`config.mk`:
```
export PLATFORM = sky130hd
export DESIGN_NAME = reset_and_clock_control
export DESIGN_NICKNAME = d
export VERILOG_FILES = /design/src/hw/rcc_pkg.sv /design/src/hw/reset_and_clock_control.sv
export SDC_FILE = /design/constraint.sdc
export NUM_CORES = 1
export LEC_CHECK = 0
export BUFFER_PORTS_ARGS = -buffer_cell sky130_fd_sc_hd__buf_2
export CORE_AREA = 2 2 94 96
export CTS_CLUSTER_DIAMETER = 50
export DETAILED_ROUTE_END_ITERATION = 12
export DIE_AREA = 0 0 96 98
export PLACE_DENSITY = 0.61
export SYNTH_ARGS = -nofsm -noshare
export SYNTH_HDL_FRONTEND = slang
export SYNTH_SLANG_ARGS = --single-unit
```
`constraint.sdc`:
```
create_clock -name ref_clk -period 5.6 [get_ports ref_clk]
set_input_delay 1.12 -clock ref_clk [delete_from_list [all_inputs] [get_ports ref_clk]]
set_output_delay 1.12 -clock ref_clk [all_outputs]
set_load 0.03 [all_outputs]
```
`src/hw/rcc_pkg.sv`:
```
// Package with constants for reset and clock control
package rcc_pkg;
    // Clock rate of ref_clk in kHz (125 MHz)
    localparam int REF_KHZ = 125000;
    // Fixed middle clock frequency in kHz
    localparam int MID_KHZ = 4000;
    // Low frequency clock in kHz
    localparam int SLOW_KHZ = 32;
    // Divider counts derived from the clock rate
    localparam int MID_DIV = REF_KHZ / MID_KHZ;
    localparam int SLOW_DIV = REF_KHZ / SLOW_KHZ;
    // System oscillator limits in kHz
    localparam int INTERNAL_SYSTEM_OSCILLATOR_MIN_KHZ = 4000;
    localparam int INTERNAL_SYSTEM_OSCILLATOR_MAX_KHZ = 32000;
    // Brownout level encoding
    localparam logic [1:0] LOWEST_BROWNOUT_LEVEL = 2'h0;
    localparam logic [1:0] TOP_BROWNOUT_LEVEL = 2'h3;
    // Power mode encodings
    localparam logic [2:0] MODE_RUN = 3'h0;
    localparam logic [2:0] MODE_SLEEP = 3'h1;
    localparam logic [2:0] MODE_STOP = 3'h2;
    localparam logic [2:0] MODE_STANDBY = 3'h3;
    localparam logic [2:0] MODE_SHUTDOWN = 3'h4;
    // Boot sequence states, one-hot
    typedef enum logic [3:0] {
        ST_POR = 4'h1,
        ST_BOR = 4'h2,
        ST_BOOT = 4'h4,
        ST_RUN = 4'h8
    } boot_state_e;
endpackage

```
`src/hw/reset_and_clock_control.sv`:
```
// Reset hierarchy and clock distribution for a low-power controller
// Summary of operation
// [RULE1] Power-on comparator releases root reset, starts supervisor
// [RULE2] Lowest brownout rise continues boot, starts power management
// [RULE3] Lowest brownout fall holds brownout reset
// [RULE4] Higher level fall interrupts, reverts to lowest
// [RULE5] Four levels, lowest forced during startup
// [RULE6] Software may raise level after boot
// [RULE7] Five separately generated reset outputs; code generates six, adding rtc_reset_n
// [RULE8] RTC reset by boot, brownout, power-on
// [RULE9] Main clock high domain, derived low-power clock
// [RULE10] Fixed 4MHz middle clock synchronized to main; code aligns it to ulp_cnt zero, not gated by main_clk_en
// [RULE11] Fixed 32kHz slow source; oscillator feeds main
// [RULE12] System oscillator spans 4MHz to 32MHz
// [RULE13] Internal 32kHz oscillator sources slow clock
// [RULE14] Converter clock selects low-power or oscillator
// [RULE15] Domain power follows run/sleep/stop/standby/shutdown
// [RULE16] Higher reset asserts every lower reset
// [RULE17] Brownout interrupt sticky until software clears
`timescale 1ns/1ps
module reset_and_clock_control
    import rcc_pkg::*;
#(
    parameter int BOOT_CYCLES = 16,
    parameter int ULP_DIV = 1,
    parameter int SLOW_DIVIDE = SLOW_DIV,
    parameter int INTERNAL_SYSTEM_OSCILLATOR_KHZ = 32000
) (
    // Clock and asynchronous reset
    input wire logic ref_clk,
    input wire logic nrst,
    // Analog comparator outputs, high means supply above threshold
    input wire logic por_above,
    input wire logic brownout_lowest_above,
    input wire logic brownout_sel_above,
    // Software controls
    input wire logic sys_reset_req,
    input wire logic proc_reset_req,
    input wire logic level_wr,
    input wire logic [1:0] level_wdata,
    input wire logic irq_clear,
    input wire logic [2:0] power_mode,
    input wire logic converter_sel_osc,
    // Oscillator outputs as clock enables
    input wire logic internal_system_oscillator,
    input wire logic internal_slow_oscillator,
    // Reset level outputs, active low
    output logic por_reset_n,
    output logic brownout_reset_n,
    output logic boot_reset_n,
    output logic system_reset_n,
    output logic processor_reset_n,
    output logic rtc_reset_n,
    // Sequencing outputs
    output logic bandgap_en,
    output logic brownout_sup_en,
    output logic boot_continue,
    output logic power_management_unit_start,
    output logic [1:0] brownout_level,
    output logic brownout_irq,
    // Clock enables and domain power
    output logic main_clk_en,
    output logic ultra_low_power_clock,
    output logic fixed_middle_clock,
    output logic low_frequency_clock,
    output logic converter_clock,
    output logic high_performance_domain,
    output logic low_power_domain
);
    // Elaboration checks, counters are 8 and 16 bits wide
    if (BOOT_CYCLES < 1 || BOOT_CYCLES > 65536) begin
        $error("boot count out of range");
    end
    if (ULP_DIV < 1 || ULP_DIV > 256) begin
        $error("low-power divider out of range");
    end
    if (SLOW_DIVIDE < 2 || SLOW_DIVIDE > 65536) begin
        $error("slow divider out of range");
    end
    if (MID_DIV < 2 || MID_DIV > 256) begin
        $error("middle divider out of range");
    end
    // Oscillator must lie inside its supported span
    if (INTERNAL_SYSTEM_OSCILLATOR_KHZ < INTERNAL_SYSTEM_OSCILLATOR_MIN_KHZ || INTERNAL_SYSTEM_OSCILLATOR_KHZ > INTERNAL_SYSTEM_OSCILLATOR_MAX_KHZ) begin
        $error("oscillator out of range");
    end

    boot_state_e state; // Sequencer state
    logic [15:0] boot_cnt; // Boot delay counter
    logic [1:0] level_sel; // Active brownout threshold
    logic [7:0] mid_cnt; // Middle clock divider
    logic [15:0] slow_cnt; // Slow clock divider
    logic [7:0] ulp_cnt; // Low-power clock divider

    // Boot sequencer across power-on, brownout and boot levels
    always_ff @(posedge ref_clk or negedge nrst) begin
        if (!nrst) begin
            state <= ST_POR;
            boot_cnt <= 16'h0000;
        end else if (!por_above) begin
            state <= ST_POR; // [RULE1]
            boot_cnt <= 16'h0000;
        end else begin
            unique case (state)
                // Root released, wait for lowest brownout rise
                ST_POR: state <= ST_BOR; // [RULE1]
                ST_BOR: begin
                    if (brownout_lowest_above) begin
                        state <= ST_BOOT; // [RULE2]
                    end
                    boot_cnt <= 16'h0000;
                end
                ST_BOOT: begin
                    if (!brownout_lowest_above) begin
                        state <= ST_BOR; // [RULE3]
                    end else if (boot_cnt == 16'(BOOT_CYCLES - 1)) begin
                        state <= ST_RUN;
                    end else begin
                        boot_cnt <= boot_cnt + 16'h0001;
                    end
                end
                ST_RUN: begin
                    if (!brownout_lowest_above) begin
                        state <= ST_BOR; // [RULE3]
                    end
                end
            endcase
        end
    end

    // Brownout threshold selection
    always_ff @(posedge ref_clk or negedge nrst) begin
        if (!nrst) begin
            level_sel <= LOWEST_BROWNOUT_LEVEL;
        end else if (state != ST_RUN) begin
            level_sel <= LOWEST_BROWNOUT_LEVEL; // [RULE5]
        // A warning revert outranks a software write in the same cycle
        end else if (level_sel != LOWEST_BROWNOUT_LEVEL
            && !brownout_sel_above) begin
            level_sel <= LOWEST_BROWNOUT_LEVEL; // [RULE4]
        end else if (level_wr) begin
            level_sel <= level_wdata; // [RULE6]
        end
    end

    // Sticky brownout warning, set wins over clear
    always_ff @(posedge ref_clk or negedge nrst) begin
        if (!nrst) begin
            brownout_irq <= 1'b0;
        end else begin
            // Same condition as the level revert, so both land together
            if (state == ST_RUN && level_sel != LOWEST_BROWNOUT_LEVEL
                && !brownout_sel_above) begin
                brownout_irq <= 1'b1; // [RULE4] [RULE17]
            end else if (irq_clear) begin
                brownout_irq <= 1'b0; // [RULE17]
            end
        end
    end

    // Reset outputs, each higher level forces all lower ones
    always_ff @(posedge ref_clk or negedge nrst) begin
        if (!nrst) begin
            por_reset_n <= 1'b0;
            brownout_reset_n <= 1'b0;
            boot_reset_n <= 1'b0;
            system_reset_n <= 1'b0;
            processor_reset_n <= 1'b0;
            rtc_reset_n <= 1'b0;
        end else begin
            por_reset_n <= (state != ST_POR); // [RULE7]
            brownout_reset_n <= (state == ST_BOOT) || (state == ST_RUN);
            boot_reset_n <= (state == ST_RUN); // [RULE16]
            system_reset_n <= (state == ST_RUN) && !sys_reset_req;
            processor_reset_n <= (state == ST_RUN) && !sys_reset_req
                && !proc_reset_req; // [RULE16]
            rtc_reset_n <= (state == ST_RUN); // [RULE8]
        end
    end

    // Clock dividers producing one-cycle enables
    always_ff @(posedge ref_clk or negedge nrst) begin
        if (!nrst) begin
            mid_cnt <= 8'h00;
            slow_cnt <= 16'h0000;
            ulp_cnt <= 8'h00;
            fixed_middle_clock <= 1'b0;
            low_frequency_clock <= 1'b0;
            ultra_low_power_clock <= 1'b0;
        end else begin
            // Low-power clock divides the main clock, so never runs faster
            if (main_clk_en) begin
                ulp_cnt <= (ulp_cnt == 8'(ULP_DIV - 1)) ? 8'h00
                    : ulp_cnt + 8'h01;
            end
            ultra_low_power_clock <= main_clk_en
                && (ulp_cnt == 8'h00); // [RULE9]
            // Middle clock aligned to the low-power divider count, not gated by the main enable
            mid_cnt <= (mid_cnt == 8'(MID_DIV - 1)) ? 8'h00 : mid_cnt + 8'h01;
            fixed_middle_clock <= (mid_cnt == 8'h00)
                && (ulp_cnt == 8'h00); // [RULE10]
            if (internal_slow_oscillator) begin
                slow_cnt <= (slow_cnt == 16'(SLOW_DIVIDE - 1)) ? 16'h0000
                    : slow_cnt + 16'h0001;
            end
            low_frequency_clock <= internal_slow_oscillator
                && (slow_cnt == 16'h0000); // [RULE11] [RULE13]
        end
    end

    // Combinational status, domains and selections
    always_comb begin
        // Reference and supervisor start only after root reset release
        bandgap_en = por_reset_n; // [RULE1]
        brownout_sup_en = por_reset_n; // [RULE1]
        boot_continue = (state == ST_BOOT) || (state == ST_RUN); // [RULE2]
        power_management_unit_start = boot_continue;
        brownout_level = level_sel;
        main_clk_en = internal_system_oscillator
            && por_reset_n; // [RULE11] [RULE12]
        converter_clock = converter_sel_osc ? internal_system_oscillator
            : ultra_low_power_clock; // [RULE14]
        high_performance_domain = (power_mode == MODE_RUN)
            || (power_mode == MODE_SLEEP); // [RULE15]
        low_power_domain = high_performance_domain
            || (power_mode == MODE_STOP) || (power_mode == MODE_STANDBY);
    end
endmodule

```
# After elaboration in Yosys (flattened, before gate mapping)
# Cells that the tools add are included.
[word_totals]
word_cells = 81
input_bits = 17
regBits = 63
output_inout_bits = 20
[op_classes]
n_reduce_logical = 25
n_addsub = 4
muxes = 19
eq_ne = 18
[ops]
columns = ["op", "count"]
rows = [
  ["16-bit two-way mux", 4],
  ["16-bit by 1-bit adder with 16-bit output, second input constant", 2],
  ["16-bit case mux with 2 select lines", 1],
  ["4-bit two-way mux", 5],
  ["8-bit by 1-bit adder with 8-bit output, second input constant", 2],
  ["16-bit by 12-bit == test with 1-bit output, second input constant", 1],
  ["16-bit by 4-bit == test with 1-bit output, second input constant", 1],
  ["16-bit logical NOT", 1],
  ["8-bit logical NOT", 2],
  ["8-bit two-way mux", 2],
  ["4-bit case mux with 4 select lines", 1],
  ["3-bit != test, second input constant", 4],
  ["1-bit logical AND", 9],
  ["8-bit by 5-bit == test with 1-bit output, second input constant", 1],
  ["4-bit != test, second input constant", 2],
  ["3-bit by 2-bit == test with 1-bit output, second input constant", 2],
  ["2-bit two-way mux", 3],
  ["3-bit AND reduction", 2],
  ["4-bit by 1-bit == test with 1-bit output, second input constant", 1],
  ["4-bit by 2-bit == test with 1-bit output, second input constant", 1],
  ["4-bit by 3-bit == test with 1-bit output, second input constant", 1],
  ["4-bit == test, second input constant", 1],
  ["1-bit logical OR", 4],
  ["4-bit by 1-bit != test with 1-bit output, second input constant", 1],
  ["other kinds (7)", 12],
]

# Depth between registers and ports, before layout
[logic_depth]
ltp_word = 5
mapped_depth = 6
depth_no_buf = 6

# Least setup slack after synthesis
# OpenSTA, ideal clock, no wires.
[synth_timing]
path_kind = "input-to-output"
from = "input internal_system_oscillator"
to = "output main_clk_en"
stages = 2
path_buffers = 1
required_ps = 4480
arrival_ps = 1641
slack_ps = 2839
path_cell_list = "and2_1 > clkbuf_1"
[synth_via]
elab_chain_cells = 1
[synth_lines]
columns = ["element", "line_no", "source"]
rows = [
  ["start: declaration", "reset_and_clock_control.sv:45", "input wire logic internal_system_oscillator,"],
  ["1-bit logical AND", "reset_and_clock_control.sv:220", "&& por_reset_n;"],
  ["end: declaration", "reset_and_clock_control.sv:62", "output logic main_clk_en,"],
]
# Every way passes these cells.

# Final worst setup path
# Ends and elaborated chain as after synthesis.

==> impl_metrics.csv <==
group,metric,value,unit
clock_network,ctsResizeCount,0,
pwr,p_sw,0.312,mW
setup_path,crit_path_frequent_cell,"buf_2",
timing,finalCriticalPeriod,2.83,ns
floorplanning,row_count,34,
synthesis,synthesis.nets,348,
setup_path,worstPathMaxFanout,9,
floorplanning,start_util,38.7,%
timing,worst_pin_slew,1.11,ns
pwr,pwr-share-clk,35.8,%
clock_network,post_cts_buffers,0,
placement,place_congestion,0.827,
synthesis,syn_area_per_cell,10.2,µm²
setup_path,cp_top_family,"buffers and inverters",
global_routing,grt_max_degree,64,
timing,fin_crit_sh,50.6,%
timing,rsz0062_at_grt,"false",
global_routing,met3_usage,3.01,%
global_routing,overflow,0,
global_routing,grt_use_met1,20.6,%
global_routing,grt_usage,14.3,%
setup_path,slowest_delay,0.26,ns
routing,vias,2455,
timing,relSlewSlack,26.3,%
floorplanning,io_pins,37,
timing,setup_tns,0,ns
synthesis,ys_ff_latch,63,
setup_path,cp_num_buf_inv,2,
clock_network,ctsHoldBuffers,0,
timing,slew_viol_final,0,
setup_path,cp-end-kind,"output port",
setup_path,crit_chain,"buf_2 -> and2_1 -> buf_2",
run_status,status,"completed",
routing,drt-initial-drc-count,67,
setup_path,cp.arrival,1.71,ns
clock_network,cts.clk_slew.worst_paths,0.06,ns
synthesis,syn_inst,322,
clock_network,cts-root-buf,"clkbuf_8",
placement,place_hpwl,4.20,mm
synthesis,yosysSeqAreaShare,48.2,%
cells_and_area,final_cells,468,
setup_path,slowest_stage,"and2_1",
pwr,vdd_drop_max,108,µV
synthesis,synthArstFlopShare,100,%
cells_and_area,drive_above_1_share,17.8,%
synthesis,yosysWarnings,0,
clock_network,htree_num_levels,3,
clock_network,clockBufferDepth,2,
global_routing,met2_usage,20.9,%
synthesis,synth-edff-count,0,
synthesis,ys.flop_type,"dfrtp_1",
placement,place_inst,452,
global_routing,grt_pass1_wl,10.7,mm
global_routing,grt_pass1_vias,2277,
routing,first_pass_iters,4,
floorplanning,dieArea,0.00941,mm²
hold_path,hp-class,"reg -> reg",
setup_path,crit_required,4.48,ns
clock_network,clock-sinks,63,
routing,drc,0,
global_routing,antenna_found_initial,0,
placement,place_area,0.00350,mm²
floorplanning,die_w,96,µm
timing,finalHoldViolCount,0,
setup_path,path_class,"in -> out",
clock_network,cts_made_buffers,9,
cells_and_area,syn2layout_area_growth,13.1,%
synthesis,ys_types,55,
clock_network,clk_latency,0.34,ns
pwr,power_density,295,mW/mm²
floorplanning,die_h,98,µm
floorplanning,core-area,0.00847,mm²
setup_path,crit_path_start_kind,"input port",
pwr,power_frac_seq,50.5,%
placement,io_buffers,35,
pwr,combPwrFrac,13.7,%
timing,fmax,353,MHz
flow_run,cap_violations,0,
clock_network,cts_tree,"yes",
pwr,internal_power,0.781,mW
cells_and_area,diodes,0,
global_routing,grt_busiest_layer,"met2",
synthesis,syn_area,0.00328,mm²
pwr,p_leak,1.73,nW
cells_and_area,nFillCells,837,
routing,postRouteAntennaNets,0,
timing,skew,0.00736,ns
cells_and_area,fin_area,0.00370,mm²
timing,holdWs,0.467,ns
timing,finalSetupViolations,0,
routing,wl_per_cell,13.1,µm
routing,wl,6.13,mm
routing,routed_via_density,5.25,
cells_and_area,nets,381,
pwr,swShare,28.6,%
==> layout by cell type, fill, tap and decap left out, types with 3 or more instances in the layout <==
cell type / Yosys / final
nor4_1: 8 / 8
inv_1: 19 / 19
o21ai_0: 10 / 10
a32oi_1: 3 / 3
clkinvlp_4: 0 / 3
and3_1: 14 / 14
nor3_1: 15 / 15
o211ai_1: 4 / 4
a2bb2oi_1: 4 / 4
mux2_2: 3 / 3
nor3b_1: 5 / 5
nand4_1: 21 / 21
clkbuf_8: 0 / 10
xor2_1: 8 / 8
buf_2: 2 / 35
nand2_1: 15 / 15
nand3_1: 12 / 12
and2_1: 5 / 5
dfrtp_1: 62 / 62
mux2i_1: 3 / 3
a211o_1: 8 / 8
ha_1: 9 / 9
xnor2_1: 16 / 16
nor2_1: 28 / 28
==> Yosys cell counts, types with 2 or more instances <==
master | instances | share of area, %
nand3b_1 | 2 | 0.46
o211ai_1 | 4 | 0.92
xnor2_1 | 16 | 4.3
nand4_1 | 21 | 4.0
o21ai_0 | 10 | 1.5
nor3b_1 | 5 | 1.1
o2bb2ai_1 | 2 | 0.53
clkbuf_1 | 5 | 0.57
nor2_1 | 28 | 3.2
a2bb2oi_1 | 4 | 1.1
or3_1 | 2 | 0.38
dfrtp_1 | 62 | 47
inv_1 | 19 | 2.2
a211o_1 | 8 | 2.1
and3_1 | 14 | 2.7
nand2_1 | 15 | 1.7
ha_1 | 9 | 3.4
buf_2 | 2 | 0.31
xor2_1 | 8 | 2.1
nor3_1 | 15 | 2.3
buf_6 | 2 | 0.69
and2_1 | 5 | 0.95
a32oi_1 | 3 | 0.80
and4_1 | 2 | 0.53
buf_4 | 5 | 1.1
nand3_1 | 12 | 1.8
nor4_1 | 8 | 1.5
mux2i_1 | 3 | 0.92
mux2_2 | 3 | 1.0
nor4b_1 | 2 | 0.53
a21oi_1 | 2 | 0.31
==> flip-flops by register name, indices dropped and copies added (netlist names) <==
register,flops
low_frequency_clock,1
mid_cnt,8
rtc_reset_n,1
state,4
ulp_cnt,8
brownout_irq,1
bandgap_en,1
brownout_reset_n,1
brownout_level,2
system_reset_n,1
fixed_middle_clock,1
processor_reset_n,1
slow_cnt,16
ultra_low_power_clock,1
boot_cnt,16
==> routing by layer <==
| layer | part of all wire [%] | wire, µm | vias up |
|---|---|---|---|
| met5 | 0 | 0 | - |
| met4 | 1.2 | 76 | 0 |
| met3 | 2.7 | 166 | 9 |
| met2 | 45 | 2790 | 32 |
| met1 | 51 | 3100 | 1181 |
| li1 | - | - | 1233 |
==> power by group through the flow <==
stage / Sequential, mW / Combinational [mW] / Clock, mW
2_1_floorplan: 0.552 / 0.108 / 0
3_3_place_gp: 0.559 / 0.149 / 0
3_5_place_dp: 0.561 / 0.151 / 0
4_1_cts: 0.552 / 0.154 / 0.405
5_1_grt: 0.561 / 0.173 / 0.425
6_report: 0.552 / 0.150 / 0.391
==> area by class of cell <==
type	instances	area [µm²]	area share, %
Clock buffer	11	141	3.82
Clock inverter	5	57.6	1.55
Inverter	19	71.3	1.93
Multi-Input combinational cell	226	1540	41.5
Sequential cell	63	1580	42.6
Tap cell	108	135	3.65
Timing Repair Buffer	36	183	4.93
==> worst paths after layout <==
kind | start | to | slack (ns) | cells past startpoint
worst max-delay path | internal_system_oscillator | main_clk_en | 2.77 | 3
worst min register to register | ulp_cnt[7] | ulp_cnt[7] | 0.47 | 1
max in group asynchronous | nrst | slow_cnt[0] | 4.14 | 2
worst max register to register | boot_cnt[0] | boot_cnt[9] | 3.00 | 5
min in group asynchronous | nrst | ulp_cnt[0] | 0.94 | 2
worst min-delay path | ulp_cnt[7] | ulp_cnt[7] | 0.47 | 1
==> cell families after synthesis <==
family          synth area share, %
flops                          48.2
buf+inv                        4.89
mux                            1.95
compound gates                 11.5
xor+xnor                       6.42
simple gates                   23.7
fa+ha+maj                      3.44
==> metrics by stage <==
| step | power, mW | utilization, % | setup WS (ns) |
|---|---|---|---|
| after floorplan | 0.661 | - | 2.84 |
| after global placement | 0.707 | 41.4 | 2.77 |
| after global routing | 1.16 | 43.7 | 2.69 |
| after CTS | 1.11 | 43.7 | 2.76 |
| final | 1.09 | 43.7 | 2.77 |
| after detailed placement | 0.712 | 41.4 | 2.77 |
==> worst register-to-register path, delay by kind of cell (launching register included) <==
| kind | cells | cell delay (ns) |
|---|---|---|
| and+or+nand+nor | 2 | 0.60 |
| AOI/OAI and AO/OA | 2 | 1.30 |
| DFF | 1 | 0.41 |
| adders and majority gates | 1 | 0.23 |
No activity file was read; power rests on OpenSTA's default activity.
